<file path="config.mk">
export PLATFORM = sky130hd
export DESIGN_NAME = wesps_top
export DESIGN_NICKNAME = d
export VERILOG_FILES = /design/src/core/wesps_pkg.sv /design/src/core/wesps_top.sv
export SDC_FILE = /design/constraint.sdc
export NUM_CORES = 2
export LEC_CHECK = 0
export BUFFER_PORTS_ARGS = -buffer_cell sky130_fd_sc_hd__buf_4
export CAP_MARGIN = 30
export CORE_MARGIN = 2
export CORE_UTILIZATION = 45
export CTS_CLUSTER_SIZE = 20
export DETAILED_ROUTE_END_ITERATION = 8
export PLACE_DENSITY = 0.61
export SLEW_MARGIN = 25
export SYNTH_ARGS = -nofsm -noshare
export SYNTH_HDL_FRONTEND = slang
export SYNTH_SLANG_ARGS = --single-unit
</file>
<file path="constraint.sdc">
create_clock -name clk -period 5.2 [get_ports clk]
set_input_delay 0 -clock clk [delete_from_list [all_inputs] [get_ports clk]]
set_output_delay 0 -clock clk [all_outputs]
set_load 0.02 [all_outputs]
</file>
<file path="src/core/wesps_pkg.sv">
package wesps_pkg;
  // ----------------------------------------------------------------
  // Register map (byte addresses)
  // ----------------------------------------------------------------
  localparam int AW = 8;
  localparam logic [AW-1:0] A_WCS = 8'h68;
  localparam logic [AW-1:0] A_PDP = 8'h70;
  localparam logic [AW-1:0] A_IST = 8'h80;
  localparam logic [AW-1:0] A_IMSK = 8'h84;
  localparam logic [AW-1:0] A_PTR = 8'h88;
  localparam logic [1:0] RESP_OK = 2'b00;
  localparam logic [1:0] RESP_DEC = 2'b11;
  // ----------------------------------------------------------------
  // Wake control/status fields
  // ----------------------------------------------------------------
  localparam int B_LNK = 0;
  localparam int B_MAG = 1;
  localparam int B_LWE = 8;
  localparam int B_MWE = 9;
  localparam int B_LUP = 16;
  localparam int B_LDN = 17;
  localparam int B_PE1 = 29;
  localparam int B_SEED = 30;
  localparam logic [31:0] CTL_RW = 32'h7E03_0700;
  localparam logic [15:0] SEED_ZERO = 16'h0000;
  localparam logic [15:0] SEED_ONES = 16'hFFFF;
  // ----------------------------------------------------------------
  // Pattern store layout
  // ----------------------------------------------------------------
  localparam int NPAT = 5;
  localparam int WPP = 5;
  localparam int NWORD = NPAT * WPP;
  localparam int PW = 5;
  localparam logic [PW-1:0] PTR_LAST = 5'd24;
  localparam int CRC_LO = 16;
  localparam int OFS_W = 8;
  localparam logic [31:0] CRCW_RD_MASK = 32'hFFFF_00FF;
  // ----------------------------------------------------------------
  // Interrupt status bits
  // ----------------------------------------------------------------
  localparam int I_LNK = 0;
  localparam int I_MAG = 1;
  localparam int I_WAK = 2;
  localparam int NIRQ = 3;

  typedef struct packed {
    logic [127:0] mask;
    logic [15:0] crc;
    logic [7:0] offset;
    logic enable;
  } wesps_pat_t;
endpackage

</file>
<file path="src/core/wesps_top.sv">
`timescale 1ns/1ns
// Functional notes
// - Magic packet sets bit 1 of wake control/status; write one clears it.
// - Link change event sets bit 0 of wake control/status; write one clears it.
// - Only power-up reset clears both flags; hardware and software resets keep them.
// - Pattern masks, CRCs and offsets are written through the one pattern data port; enables sit in wake control/status.
// - Each pattern mask is 128 bits in four words, low word first.
// - Fifth word: CRC-16 in 31:16, 15:8 reserved, start offset in 7:0.
// - Pattern n occupies five words from word 5*(n-1); five patterns total.
// - Seed select picks CRC-16 start value 0000h or FFFFh.
// - Link up/down detect enables choose which link transitions set link flag.
// - Enabled magic or link events raise the wake event status bit.
// - One enable bit per pattern gates whether its match counts.
module wesps_top import wesps_pkg::*; (
  // Clock and power-up reset
  input logic clk,
  input logic rstn,
  // Hardware and software resets, synchronous, active high
  input logic chip_reset,
  input logic soft_reset,
  // Events from the receive path and the PHY
  input logic magic_frame_rx,
  input logic link_status,
  // Pattern readout toward the matching engine
  input logic [2:0] pat_sel,
  output wesps_pat_t pat_q,
  output logic [15:0] crc_seed,
  // Wake and interrupt
  output logic wake_event_status,
  output logic irq,
  // AXI4-Lite slave
  input logic [AW-1:0] awaddr,
  input logic awvalid,
  output logic awready,
  input logic [31:0] wdata,
  input logic [3:0] wstrb,
  input logic wvalid,
  output logic wready,
  output logic [1:0] bresp,
  output logic bvalid,
  input logic bready,
  input logic [AW-1:0] araddr,
  input logic arvalid,
  output logic arready,
  output logic [31:0] rdata,
  output logic [1:0] rresp,
  output logic rvalid,
  input logic rready
);
  // ----------------------------------------------------------------
  // Helpers
  // ----------------------------------------------------------------
  function automatic logic is_mapped(input logic [AW-1:0] a);
    is_mapped = (a == A_WCS) || (a == A_PDP) || (a == A_IST) || (a == A_IMSK) ||
                (a == A_PTR);
  endfunction

  function automatic logic [PW-1:0] step_ptr(input logic [PW-1:0] p);
    step_ptr = (p == PTR_LAST) ? '0 : p + 5'd1;
  endfunction

  function automatic logic is_crc(input logic [PW-1:0] p);
    is_crc = (32'(p) % WPP) == (WPP - 1);
  endfunction

  function automatic logic [PW-1:0] pat_base(input logic [2:0] s);
    pat_base = PW'(32'(s) * WPP);
  endfunction

  // ----------------------------------------------------------------
  // AXI write channel
  // ----------------------------------------------------------------
  logic aw_held, w_held, wr_fire, loc_rst;
  logic [AW-1:0] awa;
  logic [31:0] wd, wm;
  logic [3:0] wstrb_q;

  assign awready = !aw_held;
  assign wready = !w_held;
  assign wr_fire = aw_held && w_held && !bvalid;
  assign loc_rst = chip_reset || soft_reset;

  always_comb begin
    for (int i = 0; i < 4; i++) begin
      wm[8*i +: 8] = {8{w_held && wstrb_q[i]}};
    end
  end

  always_ff @(posedge clk or negedge rstn) begin
    if (!rstn) begin
      aw_held <= 1'b0;
      w_held <= 1'b0;
      awa <= '0;
      wd <= '0;
      wstrb_q <= '0;
    end else begin
      if (awvalid && awready) begin
        aw_held <= 1'b1;
        awa <= awaddr;
      end else if (wr_fire) begin
        aw_held <= 1'b0;
      end
      if (wvalid && wready) begin
        w_held <= 1'b1;
        wd <= wdata;
        wstrb_q <= wstrb;
      end else if (wr_fire) begin
        w_held <= 1'b0;
      end
    end
  end

  always_ff @(posedge clk or negedge rstn) begin
    if (!rstn) begin
      bvalid <= 1'b0;
      bresp <= RESP_OK;
    end else if (wr_fire) begin
      bvalid <= 1'b1;
      bresp <= is_mapped(awa) ? RESP_OK : RESP_DEC;
    end else if (bready) begin
      bvalid <= 1'b0;
    end
  end

  // ----------------------------------------------------------------
  // Control and status registers
  // ----------------------------------------------------------------
  logic [31:0] ctl;
  logic [NIRQ-1:0] ist, imsk;
  logic flg_lnk, flg_mag, link_prev, link_seen, lnk_evt, wak_evt;
  logic wcs_wr, ist_wr;

  assign wcs_wr = wr_fire && (awa == A_WCS);
  assign ist_wr = wr_fire && (awa == A_IST);
  // A link already up at power-up is not a change, so the first sample only primes
  assign lnk_evt = link_seen && ((link_status && !link_prev && ctl[B_LUP]) ||
                                 (!link_status && link_prev && ctl[B_LDN]));
  assign wak_evt = (magic_frame_rx && ctl[B_MWE]) || (lnk_evt && ctl[B_LWE]);

  always_ff @(posedge clk or negedge rstn) begin
    if (!rstn) begin
      ctl <= '0;
    end else if (loc_rst) begin
      ctl <= '0;
    end else if (wcs_wr) begin
      ctl <= (ctl & ~(wm & CTL_RW)) | (wd & wm & CTL_RW);
    end
  end

  // Mask ignores hardware and software resets, so a write beside one is not lost
  always_ff @(posedge clk or negedge rstn) begin
    if (!rstn) begin
      imsk <= '0;
    end else if (wr_fire && (awa == A_IMSK)) begin
      imsk <= (imsk & ~wm[NIRQ-1:0]) | (wd[NIRQ-1:0] & wm[NIRQ-1:0]);
    end
  end

  // Sticky flags see power-up reset only; set wins over a same-cycle clear
  always_ff @(posedge clk or negedge rstn) begin
    if (!rstn) begin
      flg_lnk <= 1'b0;
      flg_mag <= 1'b0;
    end else begin
      flg_mag <= magic_frame_rx || (flg_mag && !(wcs_wr && wd[B_MAG] && wm[B_MAG]));
      flg_lnk <= lnk_evt || (flg_lnk && !(wcs_wr && wd[B_LNK] && wm[B_LNK]));
    end
  end

  always_ff @(posedge clk or negedge rstn) begin
    if (!rstn) begin
      link_prev <= 1'b0;
      link_seen <= 1'b0;
    end else begin
      link_prev <= link_status;
      link_seen <= 1'b1;
    end
  end

  always_ff @(posedge clk or negedge rstn) begin
    if (!rstn) begin
      ist <= '0;
    end else begin
      ist <= (ist & ~(ist_wr ? (wd[NIRQ-1:0] & wm[NIRQ-1:0]) : '0)) |
             {wak_evt, magic_frame_rx, lnk_evt};
    end
  end

  assign wake_event_status = ist[I_WAK];
  assign irq = |(ist & imsk);

  // ----------------------------------------------------------------
  // Pattern store behind the data port
  // ----------------------------------------------------------------
  logic [31:0] store [NWORD];
  logic [PW-1:0] ptr;
  logic pdp_wr, pdp_rd, ar_fire;

  assign ar_fire = arvalid && arready;
  assign pdp_wr = wr_fire && (awa == A_PDP);
  assign pdp_rd = ar_fire && (araddr == A_PDP);

  always_ff @(posedge clk or negedge rstn) begin
    if (!rstn) begin
      ptr <= '0;
    end else if (loc_rst) begin
      ptr <= '0;
    end else if (pdp_wr || pdp_rd) begin
      ptr <= step_ptr(ptr);
    end
  end

  always_ff @(posedge clk or negedge rstn) begin
    if (!rstn) begin
      for (int i = 0; i < NWORD; i++) begin
        store[i] <= '0;
      end
    end else if (pdp_wr) begin
      store[ptr] <= (store[ptr] & ~wm) | (wd & wm);
    end
  end

  // Readout is registered: the matcher sees a new selection one cycle later
  always_ff @(posedge clk or negedge rstn) begin
    if (!rstn) begin
      pat_q <= '0;
      crc_seed <= SEED_ZERO;
    end else begin
      crc_seed <= ctl[B_SEED] ? SEED_ONES : SEED_ZERO;
      pat_q <= '0;
      if (32'(pat_sel) < NPAT) begin
        pat_q.mask <= {store[pat_base(pat_sel) + 5'd3], store[pat_base(pat_sel) + 5'd2],
                       store[pat_base(pat_sel) + 5'd1], store[pat_base(pat_sel)]};
        pat_q.crc <= store[pat_base(pat_sel) + 5'd4][31:CRC_LO];
        pat_q.offset <= store[pat_base(pat_sel) + 5'd4][OFS_W-1:0];
        pat_q.enable <= ctl[B_PE1 - 32'(pat_sel)];
      end
    end
  end

  // ----------------------------------------------------------------
  // AXI read channel
  // ----------------------------------------------------------------
  logic [31:0] rd_word;

  // Read never shares a cycle with a write, so the pointer steps once per access
  assign arready = !rvalid && !wr_fire;

  always_comb begin
    rd_word = '0;
    case (araddr)
      A_WCS: begin
        rd_word = ctl & CTL_RW;
        rd_word[B_MAG] = flg_mag;
        rd_word[B_LNK] = flg_lnk;
      end
      A_PDP: rd_word = is_crc(ptr) ? (store[ptr] & CRCW_RD_MASK) : store[ptr];
      A_IST: rd_word[NIRQ-1:0] = ist;
      A_IMSK: rd_word[NIRQ-1:0] = imsk;
      A_PTR: rd_word[PW-1:0] = ptr;
      default: rd_word = '0;
    endcase
  end

  always_ff @(posedge clk or negedge rstn) begin
    if (!rstn) begin
      rvalid <= 1'b0;
      rdata <= '0;
      rresp <= RESP_OK;
    end else if (ar_fire) begin
      rvalid <= 1'b1;
      rdata <= rd_word;
      rresp <= is_mapped(araddr) ? RESP_OK : RESP_DEC;
    end else if (rready) begin
      rvalid <= 1'b0;
    end
  end
endmodule

</file>
# Word level (Yosys, flattened, before mapping)
# Index checks and enable logic that the tools add are counted.
# word_totals
ff_bits,1100
input_bits,66
out_inout_bits,212
wordCells,201
# op_classes
n_addsub,6
multipliers,1
div,1
order_cmp,9
n_eq_ne,12
mux,44
bitwise,21
reduce_logical,59
# op_table
op,n
$bmux 32 s5,6
$bwmux 800,1
$mux 32,15
$demux 32 s5,1
$mux 153,1
$and 32x32->32,3
$pmux 27 s2,1
$eq 8x8->1 const B,6
$ge 6x6->1 const B,6
$not 5->6,6
$eq 32x3->1 const B,1
$eq 8x7->1 const B,4
$lt 32x6->1 const B,1
$mod 5x3->32 const B,1
$mux 16,2
$not 31->32,1
$not 32->32,1
$or 32x31->32,1
$or 32x32->32,1
$logic_and 1x1->1,29
$mux 5,3
$pmux 3 s5,1
$logic_or 1x1->1,14
$and 3x3->3,4
other kinds (18),43

# Logic depth before layout (Yosys ltp)
# depth
ltp_word,9
depth_mapped,21
mapped_depth_nobuf,17

# Least setup slack after synthesis
# OpenSTA, ideal clock, no wires.
# synth_path
path_type,register to register
startpoint,register ptr[0]
endpoint,register rdata[8]
setup_ps,129
arrival_ps,3781
required_ps,5071
setup_slack_ps,1289
stages_incl_launch_ff,21
n_path_buf,7
path_cell_list,dfrtp_1 -> buf_6 -> buf_6 -> buf_6 -> buf_6 -> buf_6 -> buf_2 -> inv_1 -> ha_1 -> o211a_1 -> nand3b_1 -> xnor2_1 -> inv_1 -> ha_1 -> nor2_1 -> or3_1 -> a21bo_2 -> a211oi_1 -> o221a_2 -> clkbuf_1 -> o31ai_1
# synth_between
elab_chain_len,6
# synth_lines
item,line,text
from (decl),wesps_top.sv:196,logic [PW-1:0] ptr;
from (signal assigned),wesps_top.sv:209,ptr <= step_ptr(ptr);
"parallel branches: the longest is 4 deep, another holds $mod 5x3->32",n/a,
$mux 16 *,wesps_top.sv:257,A_PDP: rd_word = is_crc(ptr) ? (store[ptr] & CRCW_RD_MASK) : store[ptr];
$pmux 27 s2 *,wesps_top.sv:251,case (araddr)
to (signal assigned),wesps_top.sv:272,rdata <= rd_word;
to (decl),wesps_top.sv:45,"output logic [31:0] rdata,"
# Mark *: on every way between the ends. The select of a mux whose other input is x is not followed.
# A chain may end at the register's enable or synchronous reset.

# Final worst setup path
# layout_path
startpoint,register ptr[2]
endpoint,register rdata[14]
# Same word-level chain as after synthesis.

==> flow_summary.ini <==
[power]
seqPwrFrac = 0.379
netSwitchingPower_mw = 8.513
max-vdd-ir-drop_mv = 0.2970
swShare = 0.3532
leakagePower_nw = 32.13
p_per_area_mw_per_mm2 = 303.2
p_int_mw = 15.59
comb_power_share = 0.254
power_frac_clock = 0.367

[drt]
wl_per_cell_um = 31.50
drt-initial-drc-count = 8564
dr.pass1.iters = 9
vias_per_cell = 6.805
ant_nets = 0
num_vias = 61020
drt-total-wl_um = 282500
drcViolationCount = 0

[critical_path]
crit_arrival_ps = 4810
max_stage_delay_ps = 680
worst_setup_path_end_kind = flip-flop
crit_chain = nor2_1 -> inv_1 -> ha_1 -> and4b_1 -> o211a_1 -> nand3b_1 -> xnor2_1 -> inv_1 -> ha_1 -> o21ai_0 -> a22oi_1 -> nand2_1 -> a21bo_2 -> a211oi_1 -> o221a_2 -> o31ai_1
path_delay_family = compound AO/OA/AOI/OAI gates
path_buf_inv = 2
slowest_stage = dfrtp_4
worst-setup-path-type = flip-flop to flip-flop
cp-start-kind = flip-flop
cp_max_fo = 22
cp.required_ps = 5800

[clock_network]
clkSinkCount = 1062
root_buffer = clkbuf_16
cts_tree = built
cts_buffer_depth = 3
path_clk_slew_ps = 70
cts-htree-levels = 3
postCtsHoldBufs = 87
cts_buffers = 115
cts-resized-gates = 0
clock_latency_ps = 780
cts_setup_buffers = 0

[global_routing]
met2_usage = 0.5136
use_met3 = 0.1235
grt_pass1_vias = 58020
grt_remaining_overflow = 0
grt_most_used_layer = met2
grt_use_total = 0.3547
grt_max_degree = 176
antenna_found_initial = 12
grt_util_met1 = 0.4622
grt_pass1_wl_um = 410500

[job]
cap_violations = 0

[worst_hold_path]
min_path_type = input pin to asynchronous set/reset pin

[sta]
setup_viol = 0
worst_pin_slew_ps = 1148
period_share = 0.8100
finClkSkew_ps = 33.71
min_period_ps = 4212
slew_violations = 0
setup_tns_ps = 0
relSlewSlack = 0.2265
hold_violations = 0
holdWs_ps = 5.213
rsz0062_at_grt = no
fmaxAchievable_mhz = 237.4

[logic_synthesis]
synthTopCellsByArea = dfrtp_1 38%, mux4_2 24%, nand2_1 7.8%
ys_types = 68
yosysTopAreaCell = dfrtp_1
avgSynthCellArea_sq_um = 10.25
netlist_area_sq_mm = 0.06989
synth_edf_count = 0
synth_top_area_frac = 0.3802
synth_cells = 6817
ys_seq_elements = 1062
async_flop_share = 1.000
syn_nets = 6901
ys.flop_type = dfrtp_1
seq_area_frac_synth = 0.3802
yosys_warnings = 0

[die]
dieArea_sq_mm = 0.1585
num_rows = 144
die_x_um = 398.1
coreArea_sq_mm = 0.1542
dieHeight_um = 398.1
num_io_pins = 278
start_util = 0.4532

[placement]
place_congestion = 0.9501
port_buffers = 277
hpwl_um = 173800

[layout]
drive_gt1_frac = 0.2507
final_nets = 6900
syn_to_final_growth_pct = 13.73

[outcome]
status = finished clean
==> cells in the final DEF, fill, tap and decap left out, types with 14 or more instances in the layout <==
master         netlist  final
a211oi_1            79     78
a21oi_1            383    380
a221o_1             25     25
a221oi_1            55     55
a22oi_1             35     35
a311oi_1            33     33
and3_1              55     54
buf_12               0     37
buf_4               26    444
clkbuf_16            0    117
clkbuf_8             0     26
clkinv_2             0     19
dfrtp_1           1062   1058
dlygate4sd3_1        0     86
inv_1               17     14
mux2_2             176    176
mux2i_1            296    294
mux4_2             757    757
nand2_1           1444   1418
nand2_4              0     18
nand3_1             65     64
nor2_1             292    287
nor3_1              33     30
o211ai_1            25     25
o21ai_0           1070   1063
o21ai_1             42     45
==> per-stage QoR <==
stage	total power, mW	setup WS [ps]	std cells	area, sq um	utilization
floorplan	12.22	1289	6817	69890	-
global placement	14.99	451.9	8646	74280	0.4816
detailed placement	15.07	1088	8651	74460	0.4828
CTS	23.93	1065	8955	79410	0.5149
global route	24.75	696.3	8961	79480	0.5153
finish	24.10	988.0	8967	79490	0.5154
==> sequential cells by signal, summed over array words and instances, names as in the netlist, 3 cells and up <==
register	cells
rdata	32
store	800
wd	32
awa	8
wstrb_q	4
ctl	11
imsk	3
pat_q	153
ptr	5
ist	3
==> worst paths after layout <==
check                                         start                endpoint  cells after the start  slack [ps]
worst min-delay path                           rstn      wd[24]$_DFFE_PN0P_                      3           5
worst min register to register  ctl[30]$_DFFE_PN0P_  crc_seed[14]$_DFF_PN0_                      0         460
max in group asynchronous                      rstn  store[666]$_DFFE_PN0P_                      4        4270
worst max-delay path             ptr[2]$_DFFE_PN0P_   rdata[14]$_DFFE_PN0P_                     16         990
worst max register to register   ptr[2]$_DFFE_PN0P_   rdata[14]$_DFFE_PN0P_                     16         990
min in group clk                           wdata[6]       wd[6]$_DFFE_PN0P_                      3          10
==> cell type report <==
cell class | count | area, sq um
fillers | 13670 | 74740
multi-input cells | 5036 | 41010
flip-flops and latches | 1062 | 26590
repair buffers | 582 | 5184
clock buffers | 156 | 3334
well taps | 2044 | 2557
clock inverters | 61 | 720.7
inverters | 19 | 83.83
diodes | 7 | 17.52
==> layer usage <==
| layer | part of all wire | wire (um) |
|---|---|---|
| met1 | 0.36 | 102800 |
| met5 | 0.00026 | 73 |
| met3 | 0.14 | 39060 |
| met4 | 0.066 | 18520 |
| met2 | 0.43 | 122000 |
==> worst min-delay path, cell delays in order <==
cell and delay (ps):
dlygate4sd3_1 560, buf_8 260, buf_16 350
==> power by group through the flow <==
| stage | logic [mW] | clock network, mW | registers [mW] |
|---|---|---|---|
| after floorplan | 3.01 | 0 | 9.20 |
| after global placement | 5.74 | 0 | 9.25 |
| after detailed placement | 5.82 | 0 | 9.26 |
| after CTS | 5.90 | 8.93 | 9.11 |
| after global routing | 6.32 | 9.27 | 9.17 |
| final | 6.11 | 8.85 | 9.14 |
==> cell usage after synthesis, types with 8 or more instances <==
library cell  number
xnor2_1            9
xor2_1             9
a221o_1           25
nand2_1         1444
a221oi_1          55
a31oi_1           13
buf_1            114
buf_6              8
and3_1            55
nor3_1            33
mux4_2           757
inv_1             17
a21oi_1          383
o21ai_1           42
o211a_1           13
o211ai_1          25
nand2b_1           8
mux2_2           176
a311oi_1          33
a211oi_1          79
buf_4             26
a22oi_1           35
ha_1              18
o21ai_0         1070
buf_2             53
nand3_1           65
clkbuf_1         463
dfrtp_1         1062
clkbuf_2          36
nor2_1           292
o31ai_1           11
and2_1            15
mux2i_1          296
==> cells by family after synthesis <==
| logic type | Yosys count | synth area share |
|---|---|---|
| AOI/OAI and AO/OA | 1820 | 0.1455 |
| xor gates and xnor gates | 18 | 0.002256 |
| adders and majority gates | 19 | 0.003366 |
| buffers and inverters | 719 | 0.04246 |
| DFF | 1062 | 0.3802 |
| muxes | 1231 | 0.3150 |
| other | 1 | 0.00005365 |
| and+or+nand+nor | 1947 | 0.1111 |
(Power assumes the default switching activity.)
